**config.mk**
```make
export PLATFORM = sky130hd
export DESIGN_NAME = lsc_lane_config
export DESIGN_NICKNAME = d
export VERILOG_FILES = /design/src/rtl/lsc_pkg.sv /design/src/rtl/lsc_lane_config.sv
export VERILOG_INCLUDE_DIRS = /design/src /design/src/rtl
export SDC_FILE = /design/constraint.sdc
export NUM_CORES = 1
export LEC_CHECK = 0
export CORE_UTILIZATION = 45
export CTS_CLUSTER_SIZE = 8
export DETAILED_ROUTE_END_ITERATION = 8
export DONT_BUFFER_PORTS = 1
export GPL_TIMING_DRIVEN = 0
export PLACE_DENSITY_LB_ADDON = 0.25
export SLEW_MARGIN = 20
export SYNTH_ARGS = -nofsm -noshare
export SYNTH_HDL_FRONTEND = slang
export SYNTH_SLANG_ARGS = --single-unit
```
**constraint.sdc**
```tcl
create_clock -name core_clk -period 4.3 [get_ports core_clk]
set_input_delay 0.86 -clock core_clk [delete_from_list [all_inputs] [get_ports core_clk]]
set_output_delay 0.86 -clock core_clk [all_outputs]
set_load 0.02 [all_outputs]
```
**src/rtl/lsc_map.svh**
```systemverilog
// Register offsets, field positions, reset values and decode constants for the lane config block
`ifndef LSC_MAP_SVH
`define LSC_MAP_SVH

`define LSC_CTRL_TWO_IDX      8'h07
`define LSC_CTRL_TWO_OFS      8'h1C
`define LSC_MASK_OFS          8'h40
`define LSC_MODE_OFS          8'h44
`define LSC_PLL_OFS           8'h48
`define LSC_CTRL_TWO_RST      16'hDC04
`define LSC_MASK_RST          4'h1
`define LSC_PLL_RST           4'h5
`define LSC_BIT_RSV_HI        15
`define LSC_SWING_HI          14
`define LSC_SWING_LO          12
`define LSC_BIT_LOS           11
`define LSC_BIT_IN_EN         10
`define LSC_IN_RATE_HI        9
`define LSC_IN_RATE_LO        8
`define LSC_DE_HI             7
`define LSC_DE_LO             4
`define LSC_BIT_RSV_LO        3
`define LSC_BIT_OUT_EN        2
`define LSC_OUT_RATE_HI       1
`define LSC_OUT_RATE_LO       0
`define LSC_MODE_TWO_TO_ONE   0
`define LSC_MODE_ONE_TO_TWO   1
`define LSC_MODE_GLOBAL_PD    2

`endif

```
**src/rtl/lsc_pkg.sv**
```systemverilog
// Types shared by the lane configuration block
package lsc_pkg;
   typedef enum logic [3:0] {
      LSC_RATE_FULL    = 4'h1,
      LSC_RATE_HALF    = 4'h2,
      LSC_RATE_QUARTER = 4'h4,
      LSC_RATE_RSV     = 4'h8
   } lsc_rate_e;

   typedef logic [15:0] lsc_word_t;

   typedef struct packed {
      lsc_word_t [3:0] lane;
      logic [3:0]      mask;
      logic [3:0]      pll_mpy;
      logic            two_to_one;
      logic            one_to_two;
      logic            global_pd;
   } lsc_state_s;
endpackage

```
**src/rtl/lsc_lane_config.sv**
```systemverilog
// Lane control register bank with APB slave and effective lane enable gating
`timescale 1ns/1ps
`include "lsc_map.svh"

module lsc_lane_config
   import lsc_pkg::*;
(
   input  wire logic        core_clk,
   input  wire logic        sys_rst,
   input  wire logic        psel,
   input  wire logic        penable,
   input  wire logic        pwrite,
   input  wire logic [7:0]  paddr,
   input  wire logic [31:0] pwdata,
   input  wire logic [3:0]  pstrb,
   output logic      [31:0] prdata,
   output logic             pready,
   output logic             pslverr,
   input  wire logic        channel_powerdown_n,
   output logic      [3:0]  lane_input_enable,
   output logic      [3:0]  lane_output_enable,
   output logic      [3:0]  lane_signal_loss_detect_en,
   output logic      [11:0] lane_output_swing,
   output logic      [15:0] lane_output_deemphasis,
   output lsc_rate_e        lane_input_rate  [4],
   output lsc_rate_e        lane_output_rate [4],
   output logic      [9:0]  lane_pll_multiplier,
   output logic             lane_pll_code_reserved
);

   lsc_state_s st_r;
   lsc_state_s st_nxt;
   logic       wr_en;
   logic       rd_en;
   logic       addr_hit;
   logic [31:0] rd_data;
   logic [15:0] wr_word;
   logic        forced_off;
   // Byte map: 0x1C lane control, 0x40 select mask, 0x44 mode, 0x48 multiplier code

   assign wr_en  = psel && penable && pwrite;
   assign rd_en  = psel && penable && !pwrite;
   assign pready = 1'b1;

   always_comb begin
      case (paddr)
         `LSC_CTRL_TWO_OFS,
         `LSC_MASK_OFS,
         `LSC_MODE_OFS,
         `LSC_PLL_OFS: addr_hit = 1'b1;
         default:      addr_hit = 1'b0;
      endcase
   end

   // Unmapped addresses answer with an error and change nothing
   assign pslverr = psel && penable && !addr_hit;

   // Byte strobes select which halves of the 16-bit word are written
   always_comb begin
      wr_word = st_r.lane[0];
      for (int i = 0; i < 4; i++) begin
         if (st_r.mask == 4'(1 << i)) begin
            wr_word = st_r.lane[i];
         end
      end
      if (pstrb[0]) begin
         wr_word[7:0] = pwdata[7:0];
      end
      if (pstrb[1]) begin
         wr_word[15:8] = pwdata[15:8];
      end
   end

   always_comb begin
      st_nxt = st_r;
      if (wr_en && pstrb[0]) begin
         case (paddr)
            `LSC_MASK_OFS: st_nxt.mask = pwdata[3:0];
            `LSC_MODE_OFS: begin
               st_nxt.two_to_one = pwdata[`LSC_MODE_TWO_TO_ONE];
               st_nxt.one_to_two = pwdata[`LSC_MODE_ONE_TO_TWO];
               st_nxt.global_pd  = pwdata[`LSC_MODE_GLOBAL_PD];
            end
            `LSC_PLL_OFS: st_nxt.pll_mpy = pwdata[3:0];
            default: ;
         endcase
      end
      if (wr_en && (paddr == `LSC_CTRL_TWO_OFS)) begin
         for (int i = 0; i < 4; i++) begin
            if (st_r.mask[i]) begin
               // Reserved bits 15 and 3 are stored like any other
               st_nxt.lane[i] = wr_word;
            end
         end
      end
      if (sys_rst) begin
         for (int i = 0; i < 4; i++) begin
            st_nxt.lane[i] = `LSC_CTRL_TWO_RST;
         end
         st_nxt.mask       = `LSC_MASK_RST;
         st_nxt.pll_mpy    = `LSC_PLL_RST;
         st_nxt.two_to_one = 1'b0;
         st_nxt.one_to_two = 1'b0;
         st_nxt.global_pd  = 1'b0;
      end
   end

   always_ff @(posedge core_clk) begin
      st_r <= st_nxt;
   end

   // Readback of the selected lane; any mask other than one-hot reads zero
   always_comb begin
      rd_data = 32'h0;
      case (paddr)
         `LSC_CTRL_TWO_OFS: begin
            for (int i = 0; i < 4; i++) begin
               if (st_r.mask == 4'(1 << i)) begin
                  rd_data = {16'h0, st_r.lane[i]};
               end
            end
         end
         `LSC_MASK_OFS: rd_data = {28'h0, st_r.mask};
         `LSC_MODE_OFS: rd_data = {29'h0, st_r.global_pd, st_r.one_to_two, st_r.two_to_one};
         `LSC_PLL_OFS:  rd_data = {28'h0, st_r.pll_mpy};
         default:       rd_data = 32'h0;
      endcase
   end

   assign prdata = rd_en ? rd_data : 32'h0;

   logic        eff_in_en    [4];
   logic        eff_out_en   [4];
   logic        eff_los_en   [4];
   logic [2:0]  eff_swing    [4];
   logic [3:0]  eff_deemph   [4];
   lsc_rate_e   eff_in_rate  [4];
   lsc_rate_e   eff_out_rate [4];

   // Pin low or global power-down clears every lane's input and output enables
   assign forced_off = !channel_powerdown_n || st_r.global_pd;

   // One decoder per lane; the parameter marks lanes 3 and 2 as the pair the modes drop
   lsc_lane_decode #(
      .LANE (0)
   ) i_lane0 (
      .ctrl_word  (st_r.lane[0]),
      .forced_off (forced_off),
      .two_to_one (st_r.two_to_one),
      .one_to_two (st_r.one_to_two),
      .in_en      (eff_in_en[0]),
      .out_en     (eff_out_en[0]),
      .los_en     (eff_los_en[0]),
      .swing      (eff_swing[0]),
      .deemph     (eff_deemph[0]),
      .in_rate    (eff_in_rate[0]),
      .out_rate   (eff_out_rate[0])
   );

   lsc_lane_decode #(
      .LANE (1)
   ) i_lane1 (
      .ctrl_word  (st_r.lane[1]),
      .forced_off (forced_off),
      .two_to_one (st_r.two_to_one),
      .one_to_two (st_r.one_to_two),
      .in_en      (eff_in_en[1]),
      .out_en     (eff_out_en[1]),
      .los_en     (eff_los_en[1]),
      .swing      (eff_swing[1]),
      .deemph     (eff_deemph[1]),
      .in_rate    (eff_in_rate[1]),
      .out_rate   (eff_out_rate[1])
   );

   lsc_lane_decode #(
      .LANE (2)
   ) i_lane2 (
      .ctrl_word  (st_r.lane[2]),
      .forced_off (forced_off),
      .two_to_one (st_r.two_to_one),
      .one_to_two (st_r.one_to_two),
      .in_en      (eff_in_en[2]),
      .out_en     (eff_out_en[2]),
      .los_en     (eff_los_en[2]),
      .swing      (eff_swing[2]),
      .deemph     (eff_deemph[2]),
      .in_rate    (eff_in_rate[2]),
      .out_rate   (eff_out_rate[2])
   );

   lsc_lane_decode #(
      .LANE (3)
   ) i_lane3 (
      .ctrl_word  (st_r.lane[3]),
      .forced_off (forced_off),
      .two_to_one (st_r.two_to_one),
      .one_to_two (st_r.one_to_two),
      .in_en      (eff_in_en[3]),
      .out_en     (eff_out_en[3]),
      .los_en     (eff_los_en[3]),
      .swing      (eff_swing[3]),
      .deemph     (eff_deemph[3]),
      .in_rate    (eff_in_rate[3]),
      .out_rate   (eff_out_rate[3])
   );

   // Effective lane settings; stored enables are never altered by forcing
   always_comb begin
      for (int i = 0; i < 4; i++) begin
         lane_input_enable[i]             = eff_in_en[i];
         lane_output_enable[i]            = eff_out_en[i];
         lane_signal_loss_detect_en[i]    = eff_los_en[i];
         lane_output_swing[i*3 +: 3]      = eff_swing[i];
         lane_output_deemphasis[i*4 +: 4] = eff_deemph[i];
         lane_input_rate[i]               = eff_in_rate[i];
         lane_output_rate[i]              = eff_out_rate[i];
      end
   end

   // Multiplier factor in tenths so that 12.5 is exact; reserved codes give zero
   lsc_pll_decode i_pll (
      .code     (st_r.pll_mpy),
      .factor   (lane_pll_multiplier),
      .reserved (lane_pll_code_reserved)
   );

endmodule

// Multiplier code to factor in tenths; reserved codes give zero and raise the flag
module lsc_pll_decode (
   input  wire logic [3:0] code,
   output logic      [9:0] factor,
   output logic            reserved
);

   always_comb begin
      reserved = 1'b0;
      case (code)
         4'h0:    factor = 10'd40;
         4'h1:    factor = 10'd50;
         4'h2:    factor = 10'd60;
         4'h4:    factor = 10'd80;
         4'h5:    factor = 10'd100;
         4'h6:    factor = 10'd120;
         4'h7:    factor = 10'd125;
         4'h8:    factor = 10'd150;
         4'h9:    factor = 10'd200;
         4'hA:    factor = 10'd250;
         4'hD:    factor = 10'd500;
         4'hE:    factor = 10'd650;
         default: begin
            factor   = 10'd0;
            reserved = 1'b1;
         end
      endcase
   end

endmodule

// Two-bit rate code to one-hot rate; code 11 is reserved
module lsc_rate_decode
   import lsc_pkg::*;
(
   input  wire logic [1:0] code,
   output lsc_rate_e       rate
);

   always_comb begin
      case (code)
         2'h0:    rate = LSC_RATE_FULL;
         2'h1:    rate = LSC_RATE_HALF;
         2'h2:    rate = LSC_RATE_QUARTER;
         default: rate = LSC_RATE_RSV;
      endcase
   end

endmodule

// Per-lane decode of one stored control word into its effective settings
module lsc_lane_decode
   import lsc_pkg::*;
#(
   parameter int LANE = 0
)
(
   input  wire logic [15:0] ctrl_word,
   input  wire logic        forced_off,
   input  wire logic        two_to_one,
   input  wire logic        one_to_two,
   output logic             in_en,
   output logic             out_en,
   output logic             los_en,
   output logic      [2:0]  swing,
   output logic      [3:0]  deemph,
   output lsc_rate_e        in_rate,
   output lsc_rate_e        out_rate
);

   // Lanes 3 and 2 form the upper pair that the lane-count modes switch off
   localparam logic UPPER_PAIR = (LANE >= 2);

   logic in_pair_off;
   logic out_pair_off;

   assign in_pair_off  = two_to_one && UPPER_PAIR;
   assign out_pair_off = one_to_two && UPPER_PAIR;

   // Forcing gates the effective input and output enables only; loss detect is not gated
   assign in_en  = ctrl_word[`LSC_BIT_IN_EN] && !forced_off
                   && !in_pair_off;
   assign out_en = ctrl_word[`LSC_BIT_OUT_EN] && !forced_off
                   && !out_pair_off;
   assign los_en = ctrl_word[`LSC_BIT_LOS];
   assign swing  = ctrl_word[`LSC_SWING_HI:`LSC_SWING_LO];
   assign deemph = ctrl_word[`LSC_DE_HI:`LSC_DE_LO];

   lsc_rate_decode i_in_rate (
      .code (ctrl_word[`LSC_IN_RATE_HI:`LSC_IN_RATE_LO]),
      .rate (in_rate)
   );

   lsc_rate_decode i_out_rate (
      .code (ctrl_word[`LSC_OUT_RATE_HI:`LSC_OUT_RATE_LO]),
      .rate (out_rate)
   );

endmodule

```
==> results.cfg <==
[global_routing]
grt_max_degree = 14
grt_pass1_wl_um = 23870
grt_pass1_vias = 4372
grt_usage = 0.2708
antenna_found_initial = 0
grt_remaining_overflow = 0

[finish]
antenna_cells = 0
drive_gt1_frac = 0.1690
largest-register = st_r
fin_area_um2 = 5742
largest_reg_flops = 75
nets = 678
reg_top3 = st_r: 75 flops
syn_to_final_growth_pct = 11.60

[yosys]
synthFlopType = dfxtp_1
async_reset_ff_frac = 0
syn_area_um2 = 5145
synth_cell_types = 47
postSynthCellCount = 602
synth-seq-cells = 75
synth_top_area_frac = 0.2918
syn-mean-instance-area_um2 = 8.546
yosys_warnings = 0
synth_edf_count = 0
synth_largest_area_cell = dfxtp_1
ys_top_cells_by_area = dfxtp_1 29%, nand3b_1 11%, o31ai_1 9.3%
ys_seq_area_frac = 0.2918

[placed_design]
dpl-instance-area_um2 = 5376
portBuffers = 0
gp_congestion = 0.8659
dp_hpwl_um = 11130

[power]
power.switching_mw = 0.3818
power_frac_seq = 0.398
pwr-share-comb = 0.065
intPower_mw = 1.365
total_leakage_power_nw = 2.136
irDropWorstVdd_mv = 0.1913
clock_power_share = 0.538
swShare = 0.2186
power_mw = 1.746
p_per_area_nw_per_um2 = 304.1

[outcome]
status = complete, no violations

[worst_setup_path]
cp-start-kind = input port
worst-path-buf-inv = 1
cp_max_fo = 10
worst_ep_arrival_time_ns = 2.95
slowest_stage = nor4_2
crit_chain = nor4_2 -> nand3_1 -> clkbuf_1 -> a21oi_1
cp-end-kind = primary output
worstPathRequired_ns = 3.44
crit_type = in2out
slowest_delay_ns = 0.67
crit_family = simple AND/OR/NAND/NOR gates

[sta]
fin_crit_sh = 0.8869
drv_slew = 0
maxSlewHeadroom = 0.4871
hold_violations = 0
setup_tns_ns = 0
fin_skew_ns = 0.004630
worstMarginPinSlew_ns = 0.7647
rsz0062_at_grt = no
setup_viol = 0
max_freq_mhz = 262.2
fin_crit_ns = 3.814

[floorplanning]
start_util = 0.4684
design.core.area_um2 = 10980
ios = 167
die_width_um = 108.9
floorplan.die.height_um = 108.9
die_area_um2 = 11860
core.rowCount = 38

[clock_network]
root_buffer = clkbuf_16
cts.sinks = 75
clk_latency_ns = 0.34
path_clk_slew_ns = 0.06
cts.path.max_buffers = 2
cts_htree_levels = 3
cts_inserted_buffers = 9
cts_tree = built
cts_resized = 0
cts_hold_buf = 0
postCtsSetupRepairBufs = 0

[detailed_routing]
drc = 0
drt_iter0_drc = 402
drt_wl_total_um = 15900
wire_per_inst_um = 20.56
vias = 4728
drtAntennaViolNets = 0
vias_per_cell = 6.116
firstDrtPassIters = 5

[min_path]
hold_path.class = reg2reg

[run]
max_cap_viol_count = 0
[power by group through the flow]
stage | Sequential (mW) | Combinational (mW) | Clock [mW]
2_1_floorplan | 0.710 | 0.0910 | 0
3_5_place_dp | 0.710 | 0.110 | 0
3_3_place_gp | 0.710 | 0.109 | 0
6_report | 0.695 | 0.113 | 0.939
5_1_grt | 0.695 | 0.119 | 0.958
4_1_cts | 0.695 | 0.111 | 0.932
[per-layer routing]
metal	routed length [um]	track usage	part of all wire
met2	7335	0.4403	0.46
met1	6734	0.3525	0.42
met5	0	0	0
met3	1447	0.05260	0.091
met4	379	0.1033	0.024
[cells in the final DEF (no fill, tap or decap), types with 3 or more instances in the layout]
cell	netlist	final
and2_1	27	27
clkbuf_16	0	9
a2111oi_2	5	5
nand3b_1	73	73
nand4_1	5	5
dfxtp_1	75	75
nor2b_1	26	26
buf_2	11	11
conb_1	2	17
clkbuf_1	33	34
nor2_1	35	35
a2111oi_4	11	11
bufinv_16	0	4
a21oi_1	55	55
inv_1	13	13
nand2_1	24	24
a21o_1	10	10
o21ai_0	5	5
o2bb2ai_1	3	3
buf_4	59	59
nor3b_1	5	5
o31ai_1	64	64
nand2b_1	10	10
mux2i_1	14	14
a211oi_1	7	7
[worst reg2reg max path: cells and delay by family, from the launching register on]
kind                   cells  cell delay, ns
AO/OA/AOI/OAI              2            0.40
buffers and inverters      2            0.78
flip-flops                 1            0.33
AND/OR/NAND/NOR            2            0.75
[cells by family after synthesis]
family	after synthesis	synth area share
simple gates	220	0.2673
xor+xnor	3	0.005108
mux	14	0.02724
flops	75	0.2918
buf+inv	118	0.1335
other cells	2	0.001460
compound gates	170	0.2736
[per-stage QoR]
stage | utilization | std cells | hold WS [ns] | setup slack [ns]
finish | 0.5228 | 773 | 0.4561 | 0.4863
global route | 0.5228 | 773 | 0.4875 | 0.3112
detailed placement | 0.4895 | 757 | 0.4462 | 0.4729
floorplan | - | 617 | 0.4303 | 1.204
global placement | 0.4895 | 757 | 0.4443 | 0.5236
CTS | 0.5228 | 773 | 0.4591 | 0.4619
[final cells by class]
| type | instances | area (um^2) |
|---|---|---|
| clock buffer | 10 | 229.0 |
| clock inverter | 6 | 136.4 |
| inverter | 13 | 48.80 |
| fill | 1044 | 5241 |
| multi-input combinational | 424 | 3013 |
| sequential | 75 | 1501 |
| tap | 140 | 175.2 |
| buffer | 105 | 638.1 |
[path summary, 6_finish.rpt]
path                               from                     to  slack, ns  depth (start not counted)
setup / recovery               paddr[1]              prdata[7]       0.49                          4
hold / removal    st_r[42]$_SDFFE_PP1P_  st_r[42]$_SDFFE_PP1P_       0.46                          2
setup reg to reg   st_r[8]$_SDFFE_PP0P_  st_r[48]$_SDFFE_PP0P_       1.94                          6
hold reg to reg   st_r[42]$_SDFFE_PP1P_  st_r[42]$_SDFFE_PP1P_       0.46                          2
[cell usage after synthesis, types with 2 or more instances]
cell and number:
dfxtp_1 75, nand3b_1 73, o31ai_1 64, buf_4 59, a21oi_1 55, nor2_1 35
clkbuf_1 33, and2_1 27, nor2b_1 26, nand2_1 24, mux2i_1 14, inv_1 13
a2111oi_4 11, buf_2 11, a21o_1 10, nand2b_1 10, a211oi_1 7, a2111oi_2 5
nand4_1 5, nor3b_1 5, o21ai_0 5, o2bb2ai_1 3, a211o_1 2, and3_1 2
and4_1 2, conb_1 2, nor4_1 2, o211a_1 2, xnor2_1 2
No activity file was read; power rests on OpenSTA's default activity.
